<file path="src/ism_map.svh">
`ifndef ISM_MAP_SVH
`define ISM_MAP_SVH

// ----------------------------------------------------------------------------
// Register offsets
// ----------------------------------------------------------------------------
`define ISM_CRIT_LIMIT_OFS 8'h51
`define ISM_ADP_DETECT_OFS 8'h69
`define ISM_SRC_STATUS_OFS 8'h6F

// ----------------------------------------------------------------------------
// Reset values
// ----------------------------------------------------------------------------
`define ISM_CRIT_LIMIT_RST 8'h05
`define ISM_ADP_DETECT_RST 8'h0F

// ----------------------------------------------------------------------------
// Field positions
// ----------------------------------------------------------------------------
`define ISM_COMP_EN_BIT 6
`define ISM_DG_SEL_HI 5
`define ISM_DG_SEL_LO 4
`define ISM_THR_SEL_HI 3
`define ISM_THR_SEL_LO 0
`define ISM_DB_SEL_HI 3
`define ISM_DB_SEL_LO 2
`define ISM_EDGE_SEL_HI 1
`define ISM_EDGE_SEL_LO 0
`define ISM_ADP_STAT_BIT 4

// ----------------------------------------------------------------------------
// Timing: clock rate, times in their own units, derived cycle counts
// ----------------------------------------------------------------------------
`define ISM_CLK_MHZ 10
`define ISM_DG_10US_NS 10000
`define ISM_RTC_PERIOD_NS 30000
`define ISM_DB_81US_NS 81000
`define ISM_DB_10MS_US 10000
`define ISM_DB_20MS_US 20000
`define ISM_DB_30MS_US 30000
// Least times round up to whole cycles
`define ISM_NS_TO_CYC(ns) (((ns) * `ISM_CLK_MHZ + 999) / 1000)
`define ISM_US_TO_CYC(us) ((us) * `ISM_CLK_MHZ)
`define ISM_DG_10US_CYC `ISM_NS_TO_CYC(`ISM_DG_10US_NS)
`define ISM_DG_1RTC_CYC `ISM_NS_TO_CYC(`ISM_RTC_PERIOD_NS)
`define ISM_DG_2RTC_CYC `ISM_NS_TO_CYC(2 * `ISM_RTC_PERIOD_NS)
`define ISM_DB_81US_CYC `ISM_NS_TO_CYC(`ISM_DB_81US_NS)

`endif

</file>
<file path="src/ism_pkg.sv">
package ism_pkg;

    // Register access request from the serial-interface front end
    typedef struct packed {
        logic [7:0] addr;
        logic [7:0] wdata;
        logic wr;
        logic rd;
    } ism_reg_req_t;

    // Register read answer
    typedef struct packed {
        logic [7:0] rdata;
        logic valid;
    } ism_reg_rsp_t;

    // Settings handed to the analog comparator
    typedef struct packed {
        logic comp_en;
        logic [3:0] thr_sel;
    } ism_comp_cfg_t;

endpackage

</file>
<file path="src/ism_monitor.sv">
// Functional notes
// - Critical supply comparator runs only while limit register bit 6 is set.
// - Supply result deglitch: code 0 none, 1 10us, 2 30us, 3 60us.
// - Threshold field bits 3-0 picks 1.2V..1.08V; code 0 disables the limit.
// - Adapter debounce time by bits 3-2: 81us, 10ms, 20ms, 30ms.
// - Adapter edge mode: 1 rising, 2 falling, 3 both; 0 reserved.
// - Critical limit register resets to 0x05.
// - Adapter detection register resets to 0x0F.
// - Debounced adapter state reads back at status register bit 4.
`timescale 1ns/1ns
`default_nettype none
`include "ism_map.svh"

module ism_monitor
    import ism_pkg::*;
#(
    parameter int unsigned DB_10MS_CYC = `ISM_US_TO_CYC(`ISM_DB_10MS_US),
    parameter int unsigned DB_20MS_CYC = `ISM_US_TO_CYC(`ISM_DB_20MS_US),
    parameter int unsigned DB_30MS_CYC = `ISM_US_TO_CYC(`ISM_DB_30MS_US)
) (
    // Clock and reset
    input wire logic ref_clk_i,
    input wire logic srst_i,
    // Register access
    input wire ism_reg_req_t reg_req_i,
    output ism_reg_rsp_t reg_rsp_o,
    // Analog comparator interface
    input wire logic supply_below_i,
    output ism_comp_cfg_t comp_cfg_o,
    output logic supply_low_o,
    // Adapter sense
    input wire logic adapter_present_input_i,
    output logic adapter_present_status_o,
    output logic adapter_event_o
);

    // ------------------------------------------------------------------------
    // Configuration registers
    // ------------------------------------------------------------------------
    logic [7:0] crit_supply_limit_ctrl_reg;
    logic [7:0] adapter_detect_ctrl_reg;
    logic critical_comparator_enable;
    logic [1:0] supply_monitor_deglitch_sel;
    logic [3:0] critical_falling_threshold_sel;
    logic [1:0] adapter_debounce_sel;
    logic [1:0] adapter_edge_mode_sel;
    logic supply_gate;

    // Reserved bits are plain storage, so full bytes are written
    always_ff @(posedge ref_clk_i) begin
        if (srst_i) begin
            crit_supply_limit_ctrl_reg <= `ISM_CRIT_LIMIT_RST;
        end else if (reg_req_i.wr && reg_req_i.addr == `ISM_CRIT_LIMIT_OFS) begin
            crit_supply_limit_ctrl_reg <= reg_req_i.wdata;
        end
    end

    always_ff @(posedge ref_clk_i) begin
        if (srst_i) begin
            adapter_detect_ctrl_reg <= `ISM_ADP_DETECT_RST;
        end else if (reg_req_i.wr && reg_req_i.addr == `ISM_ADP_DETECT_OFS) begin
            adapter_detect_ctrl_reg <= reg_req_i.wdata;
        end
    end

    // Field extraction
    assign critical_comparator_enable = crit_supply_limit_ctrl_reg[`ISM_COMP_EN_BIT];
    assign supply_monitor_deglitch_sel = crit_supply_limit_ctrl_reg[`ISM_DG_SEL_HI:`ISM_DG_SEL_LO];
    assign critical_falling_threshold_sel = crit_supply_limit_ctrl_reg[`ISM_THR_SEL_HI:`ISM_THR_SEL_LO];
    assign adapter_debounce_sel = adapter_detect_ctrl_reg[`ISM_DB_SEL_HI:`ISM_DB_SEL_LO];
    assign adapter_edge_mode_sel = adapter_detect_ctrl_reg[`ISM_EDGE_SEL_HI:`ISM_EDGE_SEL_LO];
    // Codes 8h-Fh get no special decode; they just count as a nonzero limit
    assign supply_gate = critical_comparator_enable && (critical_falling_threshold_sel != 4'h0);

    // Comparator settings go out registered so the analog side sees clean levels
    always_ff @(posedge ref_clk_i) begin
        if (srst_i) begin
            comp_cfg_o <= '0;
        end else begin
            comp_cfg_o.comp_en <= supply_gate;
            comp_cfg_o.thr_sel <= critical_falling_threshold_sel;
        end
    end

    // ------------------------------------------------------------------------
    // Filter intervals: channel 0 supply deglitch, channel 1 adapter debounce
    // ------------------------------------------------------------------------
    logic [18:0] flt_lim [2];
    logic flt_raw [2];
    logic flt_lvl [2];
    logic [18:0] flt_cnt [2];

    always_comb begin
        case (supply_monitor_deglitch_sel)
            2'd0: flt_lim[0] = 19'h0_0000;
            2'd1: flt_lim[0] = 19'(`ISM_DG_10US_CYC);
            2'd2: flt_lim[0] = 19'(`ISM_DG_1RTC_CYC);
            default: flt_lim[0] = 19'(`ISM_DG_2RTC_CYC);
        endcase
        case (adapter_debounce_sel)
            2'd0: flt_lim[1] = 19'(`ISM_DB_81US_CYC);
            2'd1: flt_lim[1] = 19'(DB_10MS_CYC);
            2'd2: flt_lim[1] = 19'(DB_20MS_CYC);
            default: flt_lim[1] = 19'(DB_30MS_CYC);
        endcase
    end

    // A disabled comparator reads as "not low", so the filter drains to 0
    assign flt_raw[0] = supply_gate && supply_below_i;
    assign flt_raw[1] = adapter_present_input_i;

    // ------------------------------------------------------------------------
    // Stability filters: a level is accepted after lim cycles of disagreement
    // ------------------------------------------------------------------------
    for (genvar g = 0; g < 2; g++) begin : g_flt
        always_ff @(posedge ref_clk_i) begin
            if (srst_i) begin
                flt_lvl[g] <= 1'b0;
                flt_cnt[g] <= 19'h0_0000;
            end else if (flt_raw[g] == flt_lvl[g]) begin
                flt_cnt[g] <= 19'h0_0000; // Bounce back restarts the interval
            end else if (flt_cnt[g] + 19'h0_0001 >= flt_lim[g]) begin
                flt_lvl[g] <= flt_raw[g];
                flt_cnt[g] <= 19'h0_0000;
            end else begin
                flt_cnt[g] <= flt_cnt[g] + 19'h0_0001;
            end
        end
    end

    // ------------------------------------------------------------------------
    // Outputs from the filters
    // ------------------------------------------------------------------------
    logic adp_lvl_d_reg;
    logic adp_rise;
    logic adp_fall;

    assign adp_rise = flt_lvl[1] && !adp_lvl_d_reg;
    assign adp_fall = !flt_lvl[1] && adp_lvl_d_reg;

    // Output gate keeps supply_low_o quiet at once when monitoring is switched off
    always_ff @(posedge ref_clk_i) begin
        if (srst_i) begin
            supply_low_o <= 1'b0;
        end else begin
            supply_low_o <= flt_lvl[0] && supply_gate;
        end
    end

    // Reserved mode 0 matches neither edge, so it simply reports nothing
    always_ff @(posedge ref_clk_i) begin
        if (srst_i) begin
            adp_lvl_d_reg <= 1'b0;
            adapter_event_o <= 1'b0;
            adapter_present_status_o <= 1'b0;
        end else begin
            adp_lvl_d_reg <= flt_lvl[1];
            adapter_event_o <= (adp_rise && adapter_edge_mode_sel[0])
                || (adp_fall && adapter_edge_mode_sel[1]);
            adapter_present_status_o <= flt_lvl[1];
        end
    end

    // ------------------------------------------------------------------------
    // Register read path: one cycle latency, unmapped reads return zero
    // ------------------------------------------------------------------------
    always_ff @(posedge ref_clk_i) begin
        if (srst_i) begin
            reg_rsp_o <= '0;
        end else begin
            reg_rsp_o.valid <= reg_req_i.rd;
            if (!reg_req_i.rd) begin
                reg_rsp_o.rdata <= 8'h00;
            end else begin
                case (reg_req_i.addr)
                    `ISM_CRIT_LIMIT_OFS: reg_rsp_o.rdata <= crit_supply_limit_ctrl_reg;
                    `ISM_ADP_DETECT_OFS: reg_rsp_o.rdata <= adapter_detect_ctrl_reg;
                    `ISM_SRC_STATUS_OFS: reg_rsp_o.rdata <= 8'(flt_lvl[1]) << `ISM_ADP_STAT_BIT;
                    default: reg_rsp_o.rdata <= 8'h00;
                endcase
            end
        end
    end
endmodule

`default_nettype wire

</file>
<file path="config.mk">
export PLATFORM = sky130hd
export DESIGN_NAME = ism_monitor
export DESIGN_NICKNAME = d
export VERILOG_FILES = /design/src/ism_pkg.sv /design/src/ism_monitor.sv
export VERILOG_INCLUDE_DIRS = /design/src
export SDC_FILE = /design/constraint.sdc
export NUM_CORES = 1
export LEC_CHECK = 0
export BUFFER_PORTS_ARGS = -buffer_cell sky130_fd_sc_hd__clkbuf_2
export CELL_PAD_IN_SITES_DETAIL_PLACEMENT = 0
export CELL_PAD_IN_SITES_GLOBAL_PLACEMENT = 2
export CORE_MARGIN = 2
export CORE_UTILIZATION = 34
export DETAILED_ROUTE_END_ITERATION = 8
export GPL_TIMING_DRIVEN = 1
export MAX_ROUTING_LAYER = met4
export PLACE_DENSITY = 0.78
export REMOVE_ABC_BUFFERS = 1
export SLEW_MARGIN = 25
export SYNTH_ARGS = -nofsm -noshare
export SYNTH_HDL_FRONTEND = slang
export SYNTH_SLANG_ARGS = --single-unit
</file>
<file path="constraint.sdc">
create_clock -name ref_clk_i -period 3 [get_ports ref_clk_i]
set_clock_uncertainty 0.05 [all_clocks]
set_input_delay 0.6 -clock ref_clk_i [delete_from_list [all_inputs] [get_ports ref_clk_i]]
set_output_delay 0.6 -clock ref_clk_i [all_outputs]
set_load 0.01 [all_outputs]
</file>
== Word level (Yosys, flattened, before mapping) ==
Memories as Yosys holds them, arrays and structs flattened.
Index checks and enable logic that the tools add are counted.

* Flip-flop bits (word level): 33
* RAM bits: 40
* Bits of input ports: 22
* Output and inout bits: 17
* Word-level logic and storage cells: 84
* Memories: 2

* $add $sub $neg: 2
* $lt $le $gt $ge: 2
* Equality and inequality tests: 9
* Multiplexer cells: 35
* Bitwise operators: 9
* Reductions and logical operators: 16

{| class="wikitable"
|+ Memory list
! name !! words !! bits a word !! rd ports !! clocked after Yosys merged registers in !! write ports !! line !! RTL
|-
| flt_cnt || 2 || 19 || 2 || 0 || 2 || ism_monitor.sv:91 || <nowiki>logic [18:0] flt_cnt [2];</nowiki>
|-
| flt_lvl || 2 || 1 || 2 || 0 || 2 || ism_monitor.sv:90 || <nowiki>logic flt_lvl [2];</nowiki>
|}

{| class="wikitable"
|+ Operator list
! kind !! count
|-
| $mux 19 || 6
|-
| $pmux 19 s3 || 1
|-
| $add 19x1->19 const B || 2
|-
| $ge 19x19->1 || 2
|-
| $pmux 10 s3 || 1
|-
| $mux 1 || 26
|-
| $eq 8x7->1 const B || 3
|-
| $pmux 8 s3 || 1
|-
| $logic_and 1x1->1 || 9
|-
| $or 1x1->1 || 8
|-
| $eq 2x1->1 const B || 2
|-
| $eq 2x2->1 const B || 2
|-
| $logic_not 2->1 || 2
|-
| $reduce_bool 4->1 || 1
|-
| $eq 1x1->1 || 2
|-
| $logic_not 1->1 || 2
|-
| $reduce_or 2->1 || 1
|-
| $logic_or 1x1->1 || 1
|-
| $not 1->1 || 1
|}

== Depth between registers and ports, before layout ==
Gate-level depths: netlist (run 1).

* Depth in word-level cells: 10
* Gate-level depth with buffers: 12

== Least setup slack after synthesis (run 1) ==
No wires, ideal clock.

* Path type: register -> register
* From: mem flt_cnt[1][0]
* To: mem flt_lvl[1] (enable)
* Arrival time: 2.815 ns
* Data required time: 2.660 ns
* Slack: -0.155 ns
* Stages on the path, launching flop included: 13
* Cells stage by stage: edfxtp_1 -> ha_1 -> inv_1 -> nor3_1 -> nand4_1 -> xnor2_1 -> ha_1 -> nand4_1 -> or2_2 -> a221o_1 -> o211ai_1 -> buf_2 -> a21o_1

{| class="wikitable"
|+ RTL lines
! element !! line
|-
| start: declaration || ism_monitor.sv:91
|-
| end: declaration || ism_monitor.sv:90
|}

==> results.toml, run 1 <==
[clock_network]
clock_latency_ns = 0.34
numCtsBuffers = 9
cts_max_level = 3
clock-sinks = 73
ctsHoldBuffers = 0
cts.clk_slew.worst_paths_ns = 0.06
tritoncts = "done"
cts_root_buffer = "clkbuf_16"
clk_path_buf_depth = 2

[critical_path]
endpoint = "flt_lvl[1]$_SDFFCE_PN0P_"
crit_family = "simple AND/OR/NAND/NOR gates"
slowest_stage = "edfxtp_1"
crit_path_max_incr_delay_ns = 0.37
critPathBufInv = 2
crit_cells = 12
startpoint_type = "flop"
reg2reg_to = "flt_lvl[1]$_SDFFCE_PN0P_"
regToRegSetupSlack_ns = 0.01
regToRegStartpoint = "flt_cnt[1][2]$_SDFFCE_PN0P_"
required_ns = 3.01
startpoint = "flt_cnt[1][2]$_SDFFCE_PN0P_"
worst_path_most_repeated_cell = "nand4_1"
crit_fanout = 8
worst-setup-path-type = "reg -> reg"
crit_arrival_ns = 2.99
crit_path_end_kind = "flop"
rr_worst_depth = 12
cp_cell_sequence = "nand4_1 > nor3_2 > buf_4 > nand4_1 > xnor2_2 > ha_1 > nand4_1 > or2_4 > a221o_1 > o211ai_1 > buf_4 > a21o_1"

[die]
rows = 40
die_h_um = 114
die_w_um = 114
initial_utilization_pct = 34.4
pin_count = 39
die_area_mm2 = 0.0129
core_area_mm2 = 0.0119

[drt]
postRouteWirelength_um = 9230
drcViolationCount = 0
ant_nets = 0
first_pass_iters = 5
dr.first_iter.drc_count = 98
wl_per_cell_um = 13.3
vias = 3280
via_per_inst = 4.73

[logic_synthesis]
synthTopCellsByArea = "edfxtp_1 (29%), dfxtp_1 (16%), ha_1 (9.5%)"
synth_top_area_share_pct = 29.4
syn_area_mm2 = 0.00409
ys_ff_latch = 73
synth_cell_types = 61
async_reset_ff_share_pct = 0
synth_common_cells = "nand2_1 (54), nor2_1 (41), edfxtp_1 (40), dfxtp_1 (33), ha_1 (31)"
synth_edf_count = 40
synth_largest_area_cell = "edfxtp_1"
syn_avg_cell_area_um2 = 9.80
yosysMostFrequentCell = "nand2_1"
yosysWarnings = 0
synthFlopType = "edfxtp_1"
ys_seq_area_share_pct = 45.6
synthCells = 417

[timing]
fin_crit_ns = 2.99
finalWorstSetupSlack_ns = 0.0103
tightest_slew_ns = 0.688
fin_crit_sh_pct = 99.7
slew_violations = 0
setup_viol = 0
fmax_ghz = 0.334
finalHoldViolations = 0
rsz0062_at_grt = "true"
relSlewSlack_pct = 53.8

[final_layout]
final_nets = 594
seqCellArea_mm2 = 0.00186
final_layout_size_suffix_gt1_share_pct = 24.5
fin_cells = 693
multi_input_area_mm2 = 0.00238
num_antenna_cells = 0
syn_to_final_growth_pct = 29.5
nFillCells = 1166
largest_reg_flops = 38
reg_top3 = "flt_cnt: 38 flops, reg_rsp_o: 9 flops"
top_register = "flt_cnt"

[grt]
grt_pass1_vias = 3171
grt-ovfl-total = 0
antenna_found_initial = 0
grt_max_degree = 22
grt_pass1_wl_um = 15100
grtUsageTotal_pct = 15.4

[place]
gp_congestion = 0.835
dp_cells = 661
io_buffers = 38
hpwl_um = 6850
place_ws_ns = -0.150

[status]
status = "complete, no violations"

[power_and_ir_drop]
cellLeakagePower_nw = 2.22
power_per_cell_area_mw_per_mm2 = 453
ir_drop_mv = 0.392
total_power_mw = 2.40

[min_path]
hold_path.class = "reg -> reg"
hold_depth = 2

[job]
drv_cap = 0
-- worst reg2reg max path, stage by stage (launching register included) --
cell	delay (ns)
edfxtp_1	0.37
nand4_1	0.17
nor3_2	0.23
buf_4	0.16
nand4_1	0.15
xnor2_2	0.18
ha_1	0.31
nand4_1	0.13
or2_4	0.24
a221o_1	0.25
o211ai_1	0.13
buf_4	0.20
a21o_1	0.13
-- area by class of cell --
cell class	count	area share [%]
clock inverter	5	1.06
timing repair buffer	78	9.49
multi-input combinational	360	45.0
tap	147	3.48
inverter	19	1.35
clock buffer	11	4.40
sequential	73	35.2
-- what timing repair did --
action | CTS | global route
pin swaps | 7 | 20
gates resized for setup | 4 | 22
buffers inserted | 7 | 10
setup endpoints to repair | 21 | 29
-- routing by layer --
| metal | global-route usage [%] | vias up | routed length (µm) |
|---|---|---|---|
| met3 | 3.93 | 15 | 303 |
| met5 | - | - | 0 |
| li1 | - | 1686 | - |
| met1 | 19.8 | 1531 | 4500 |
| met2 | 23.6 | 48 | 4240 |
| met4 | 5.45 | 0 | 187 |
-- worst min path at each step --
stage,slack (ns),startpoint,endpoint
3_5_place_dp,0.40,adapter_detect_ctrl_reg[5]$_SDFFE_PP0P_,adapter_detect_ctrl_reg[5]$_SDFFE_PP0P_
6_report,0.41,adapter_detect_ctrl_reg[5]$_SDFFE_PP0P_,adapter_detect_ctrl_reg[5]$_SDFFE_PP0P_
2_1_floorplan,0.38,crit_supply_limit_ctrl_reg[7]$_SDFFE_PP0P_,crit_supply_limit_ctrl_reg[7]$_SDFFE_PP0P_
4_1_cts,0.41,adapter_detect_ctrl_reg[5]$_SDFFE_PP0P_,adapter_detect_ctrl_reg[5]$_SDFFE_PP0P_
5_1_grt,0.44,adapter_detect_ctrl_reg[5]$_SDFFE_PP0P_,adapter_detect_ctrl_reg[5]$_SDFFE_PP0P_
3_3_place_gp,0.40,crit_supply_limit_ctrl_reg[7]$_SDFFE_PP0P_,crit_supply_limit_ctrl_reg[7]$_SDFFE_PP0P_
-- where the power goes --
part / total [mW] / internal (mW) / switching, mW
Clock: 1.05 / 0.642 / 0.408
Sequential: 1.13 / 1.09 / 0.0328
Combinational: 0.220 / 0.101 / 0.119
Total: 2.40 / 1.84 / 0.560
-- cell usage in the layout (no fill, tap or decap), drive strengths merged, types with 2 or more instances in the layout --
cell type / count
a211o: 5
clkinv: 3
o31ai: 2
nor2b: 13
a21o: 4
a22oi: 7
nand4: 11
xor2: 8
conb: 47
xnor2: 21
ha: 31
edfxtp: 40
nand2: 54
o21ai: 4
or3: 3
nand3: 18
nand3b: 6
inv: 19
mux2i: 2
and4: 2
nor2: 44
buf: 40
o211ai: 2
a31oi: 4
dfxtp: 33
clkbuf: 49
and2: 4
and3b: 2
or2: 3
nor4: 5
nand2b: 2
nor3: 13
a21oi: 18
and3: 11
-- cells by family after synthesis --
kind of cell / count (synthesis) / share of synthesized area (%)
compound gates: 56 / 9.37
buf+inv: 29 / 2.91
simple gates: 195 / 25.8
xor+xnor: 29 / 6.22
fa+ha+maj: 31 / 9.49
mux: 2 / 0.490
flops: 73 / 45.6
other cells: 2 / 0.184
-- stage by stage --
step                area (µm²)  utilization [%]  hold slack [ns]  setup TNS, ns
global placement          4760             40.1            0.397        -0.0657
floorplan                 4210                -            0.375          -5.98
detailed placement        4760             40.1            0.399         -0.918
finish                    5290             44.6            0.407              0
global route              5290             44.6            0.436          -2.16
CTS                       5120             43.2            0.407        -0.0179
No activity file was read; power rests on OpenSTA's default activity.
==> run 2: changes to the inputs <==
--- a/config.mk
+++ b/config.mk
@@ -6,15 +6,15 @@
 export SDC_FILE = /design/constraint.sdc
 export NUM_CORES = 1
 export LEC_CHECK = 0
-export BUFFER_PORTS_ARGS = -buffer_cell sky130_fd_sc_hd__clkbuf_2
 export CELL_PAD_IN_SITES_DETAIL_PLACEMENT = 0
 export CELL_PAD_IN_SITES_GLOBAL_PLACEMENT = 2
 export CORE_MARGIN = 2
-export CORE_UTILIZATION = 34
+export CORE_UTILIZATION = 37
 export DETAILED_ROUTE_END_ITERATION = 8
+export DONT_BUFFER_PORTS = 1
 export GPL_TIMING_DRIVEN = 1
 export MAX_ROUTING_LAYER = met4
-export PLACE_DENSITY = 0.78
+export PLACE_DENSITY = 0.79
 export REMOVE_ABC_BUFFERS = 1
 export SLEW_MARGIN = 25
 export SYNTH_ARGS = -nofsm -noshare
==> results.toml, run 2 (synthesis gave the netlist of run 1 again) <==
[final_layout]
top_register = "flt_cnt"
syn_to_final_growth_pct = 21.3
largest_reg_flops = 38
final_common_cell = "nand2_1"
final_util_pct = 45.9
reg_top3 = "flt_cnt: 38 flops, reg_rsp_o: 9 flops"
num_antenna_cells = 0
final_cell_mix = "nand2_1 (54), conb_1 (47), edfxtp_1 (40)"
final_layout_size_suffix_gt1_share_pct = 16.8
final_nets = 548

[critical_path]
crit_arrival_ns = 3.08
crit_fanout = 5
slowest_stage = "edfxtp_1"
worst-setup-path-type = "reg -> reg"
cp_cell_sequence = "nand4_1 > nor3_2 > buf_4 > nand4_1 > xnor2_2 > ha_1 > nand4_1 > or2_4 > a221o_1 > o211ai_1 > buf_4 > a21o_1"
crit_family = "simple AND/OR/NAND/NOR gates"
regToRegSetupSlack_ns = -0.06
startpoint_type = "flop"
crit_path_max_incr_delay_ns = 0.35
critPathBufInv = 2
worst_path_most_repeated_cell = "nand4_1"
crit_path_end_kind = "flop"
required_ns = 3.01

[grt]
grt_max_degree = 32
grt_pass1_wl_um = 14700
grtUsageTotal_pct = 16.6
grt-ovfl-total = 0
grt_pass1_vias = 3036
antenna_found_initial = 0

[die]
die_area_mm2 = 0.0119
die_w_um = 109
initial_utilization_pct = 37.9
rows = 38
die_h_um = 109
pin_count = 39
core_area_mm2 = 0.0108

[timing]
fmax_ghz = 0.326
finalWorstSetupSlack_ns = -0.0641
relSlewSlack_pct = 52.5
rsz0062_at_grt = "true"
hold_ws_ns = 0.263
slew_violations = 0
finalHoldViolations = 0
tightest_slew_ns = 0.707
setup_viol = 9
fin_crit_sh_pct = 102
fin_crit_ns = 3.06

[power_and_ir_drop]
total_power_mw = 2.19
power_per_cell_area_mw_per_mm2 = 441
ir_drop_mv = 0.255
cellLeakagePower_nw = 1.97

[job]
drv_cap = 0

[drt]
dr_wl_met3_um = 452
dr.first_iter.drc_count = 143
drcViolationCount = 0
ant_nets = 0
wl_per_cell_um = 13.9
top_layer_used = "met4"
wl_met1_um = 4250
vias = 3106
first_pass_iters = 4
via_per_inst = 4.85
postRouteWirelength_um = 8880
wl_met2_um = 4060

[clock_network]
numCtsBuffers = 9
clock-sinks = 73
cts_max_level = 3
cts_root_buffer = "clkbuf_8"
clk_path_buf_depth = 2
clock_latency_ns = 0.35
cts.clk_slew.worst_paths_ns = 0.08
tritoncts = "done"

[place]
hpwl_um = 6510
place_ws_ns = -0.0528
io_buffers = 0
gp_congestion = 0.802

[status]
failed_checks = "negative setup slack"
status = "finished, violations left"

[min_path]
hold_path.class = "in -> reg"
run 2: timing repair:
| item | CTS | global route |
|---|---|---|
| hold buffers | 0 | 0 |
| buffers inserted | 7 | 4 |
| setup endpoints to repair | 5 | 30 |
| gates resized for setup | 3 | 19 |
| endpoints found under the hold margin | 0 | 0 |
| cloned | 1 | 0 |
| pin swaps | 8 | 14 |
run 2: final timing paths:
kind | startpoint | endpoint | depth (start not counted)
setup reg to reg | flt_cnt[1][3]$_SDFFCE_PN0P_ | flt_lvl[1]$_SDFFCE_PN0P_ | 12
setup / recovery | flt_cnt[1][3]$_SDFFCE_PN0P_ | flt_lvl[1]$_SDFFCE_PN0P_ | 12
hold / removal | srst_i | adapter_detect_ctrl_reg[4]$_SDFFE_PP0P_ | 1
hold reg to reg | crit_supply_limit_ctrl_reg[7]$_SDFFE_PP0P_ | crit_supply_limit_ctrl_reg[7]$_SDFFE_PP0P_ | 2
run 2: area by class of cell:
type	count	area, µm²
Fill cell	1041	5840
Inverter	19	71.3
Clock inverter	4	53.8
Multi-Input combinational cell	360	2370
Tap cell	140	175
Sequential cell	73	1860
Clock buffer	12	178
Timing Repair Buffer	32	244
run 2: worst reg2reg max path, delay by kind of cell (launching register included):
kind	cells	cell delay, ns
fa+ha+maj	1	0.30
flops	1	0.35
simple gates	5	1.00
xor+xnor	1	0.17
buf+inv	2	0.37
compound gates	3	0.53
run 2: power breakdown:
part           internal, mW  leakage (nW)  total [mW]  switching (mW)
Combinational        0.0841          1.18       0.180          0.0960
Sequential             1.09         0.676        1.13          0.0365
Clock                 0.491         0.118       0.878           0.387
Total                  1.67          1.97        2.19           0.519
run 2: metrics by stage:
step	cells	setup TNS [ns]	area, µm²
final	640	-0.270	4950
after CTS	637	0	4850
after detailed placement	613	-0.0656	4540
after global routing	640	-3.47	4950
after floorplan	452	-5.98	4210
after global placement	613	-0.0246	4540
run 2: routing by layer:
layer,global-route usage (%),vias up
li1,-,1600
met1,21.1,1441
met2,25.0,54
met3,4.78,11
met4,6.23,0
met5,-,-
==> run 3: changes to the inputs <==
--- a/config.mk
+++ b/config.mk
@@ -7,9 +7,9 @@
 export NUM_CORES = 1
 export LEC_CHECK = 0
 export CELL_PAD_IN_SITES_DETAIL_PLACEMENT = 0
-export CELL_PAD_IN_SITES_GLOBAL_PLACEMENT = 2
+export CELL_PAD_IN_SITES_GLOBAL_PLACEMENT = 1
 export CORE_MARGIN = 2
-export CORE_UTILIZATION = 37
+export CORE_UTILIZATION = 45
 export DETAILED_ROUTE_END_ITERATION = 8
 export DONT_BUFFER_PORTS = 1
 export GPL_TIMING_DRIVEN = 1
==> results.toml, run 3 (synthesis gave the netlist of run 1 again) <==
[timing]
fin_crit_sh_pct = 101
rsz0062_at_grt = "true"
setup_viol = 13
fin_crit_ns = 3.03
fmax_ghz = 0.330
tightest_slew_ns = 0.657
slew_violations = 0
finalHoldViolations = 0
finalWorstSetupSlack_ns = -0.0291
hold_ws_ns = 0.268
relSlewSlack_pct = 55.9

[final_layout]
top_register = "flt_cnt"
final_layout_size_suffix_gt1_share_pct = 19.1
syn_to_final_growth_pct = 21.1
nFillCells = 784
largest_reg_flops = 38
final_common_cell = "nand2_1"
num_antenna_cells = 0
final_cell_mix = "nand2_1 (54), conb_1 (47), edfxtp_1 (40)"
fin_cells = 605
final_nets = 545
reg_top3 = "flt_cnt: 38 flops, reg_rsp_o: 9 flops"
postLayoutCellArea_mm2 = 0.00495

[drt]
dr.first_iter.drc_count = 102
drcViolationCount = 0
wl_per_cell_um = 14.5
via_per_inst = 5.25
ant_nets = 0
postRouteWirelength_um = 8760
vias = 3179
first_pass_iters = 5

[grt]
grtUsageTotal_pct = 18.7
grt_pass1_wl_um = 14400
busiest_layer = "met2"
grt_pass1_vias = 3102
grt-ovfl-total = 0
grt.met3_usage_pct = 4.22
grtUsageMet1_pct = 23.8
antenna_found_initial = 0
grt_max_degree = 32
met2_usage_pct = 29.6

[critical_path]
crit_path_end_kind = "flop"
required_ns = 3.04
slowest_stage = "edfxtp_1"
worst-setup-path-type = "reg -> reg"
startpoint_type = "flop"
crit_arrival_ns = 3.07
crit_family = "simple AND/OR/NAND/NOR gates"
crit_path_max_incr_delay_ns = 0.42
crit_fanout = 5
rr_worst_depth = 14
crit_cells = 14
cp_cell_sequence = "ha_2 > inv_2 > nor3_2 > buf_4 > nand4_1 > xnor2_2 > ha_1 > nand4_1 > or2_4 > a221o_1 > o211ai_1 > buf_4 > buf_8 > nor3_4"
critPathBufInv = 4

[place]
place_ws_ns = -0.113
hpwl_um = 6370
gp_congestion = 0.814
io_buffers = 0
dpl-instance-area_mm2 = 0.00450
dp_cells = 580

[clock_network]
cts_root_buffer = "clkbuf_8"
tritoncts = "done"
cts.clk_slew.worst_paths_ns = 0.09
cts_max_level = 3
clock-sinks = 73
numCtsBuffers = 9
clock_latency_ns = 0.34
clk_path_buf_depth = 2

[die]
die_w_um = 99.3
pin_count = 39
die_h_um = 99.3
die_area_mm2 = 0.00986
initial_utilization_pct = 46.6
rows = 34
core_area_mm2 = 0.00876

[power_and_ir_drop]
ir_drop_mv = 0.253
power_per_cell_area_mw_per_mm2 = 428
total_power_mw = 2.11
cellLeakagePower_nw = 1.96

[job]
drv_cap = 0

[min_path]
hold_depth = 1
hold_path.class = "in -> reg"

[status]
status = "finished, violations left"
failed_checks = "negative setup slack"
[run 3: layer usage]
metal	up-vias	part of all wire, %
met2	71	48
li1	1594	-
met1	1499	45
met4	0	1.5
met3	15	5.4
met5	-	0
[run 3: where the power goes]
part           switching (mW)  internal, mW  leakage [nW]
clock                   0.403         0.386         0.108
combinational           0.105        0.0899          1.17
sequential             0.0371          1.09         0.676
total                   0.546          1.57          1.96
[run 3: what timing repair did]
action,4_1_cts,5_1_grt
endpoints found under the setup margin,21,21
pin swaps,6,20
setup buffers,5,3
endpoints found under the hold margin,0,0
hold buffers,0,0
resized for setup,4,43
gates cloned,1,1
[run 3: final cells by class]
cell class	count	area [µm²]	area share [%]
clock buffers	11	163	3.29
multi-input cells	360	2430	49.2
repair buffers	29	240	4.86
well taps	108	135	2.73
inverters	19	71.3	1.44
flip-flops and latches	73	1860	37.6
clock inverters	5	43.8	0.885
[run 3: metrics by stage]
step	util, %	setup TNS [ns]
3_5_place_dp	51.4	-1.20
3_3_place_gp	51.4	-0.259
6_report	56.4	-0.215
5_1_grt	56.4	-4.52
2_1_floorplan	-	-5.98
4_1_cts	54.2	-0.0138
[run 3: worst paths after layout]
| kind | slack, ns | startpoint | end |
|---|---|---|---|
| worst min-delay path | 0.27 | srst_i | crit_supply_limit_ctrl_reg[3]$_SDFFE_PP0P_ |
| worst min register to register | 0.41 | crit_supply_limit_ctrl_reg[7]$_SDFFE_PP0P_ | crit_supply_limit_ctrl_reg[7]$_SDFFE_PP0P_ |
| worst max-delay path | -0.03 | flt_cnt[1][0]$_SDFFCE_PN0P_ | flt_cnt[1][13]$_SDFFCE_PN0P_ |
| worst max register to register | -0.03 | flt_cnt[1][0]$_SDFFCE_PN0P_ | flt_cnt[1][13]$_SDFFCE_PN0P_ |
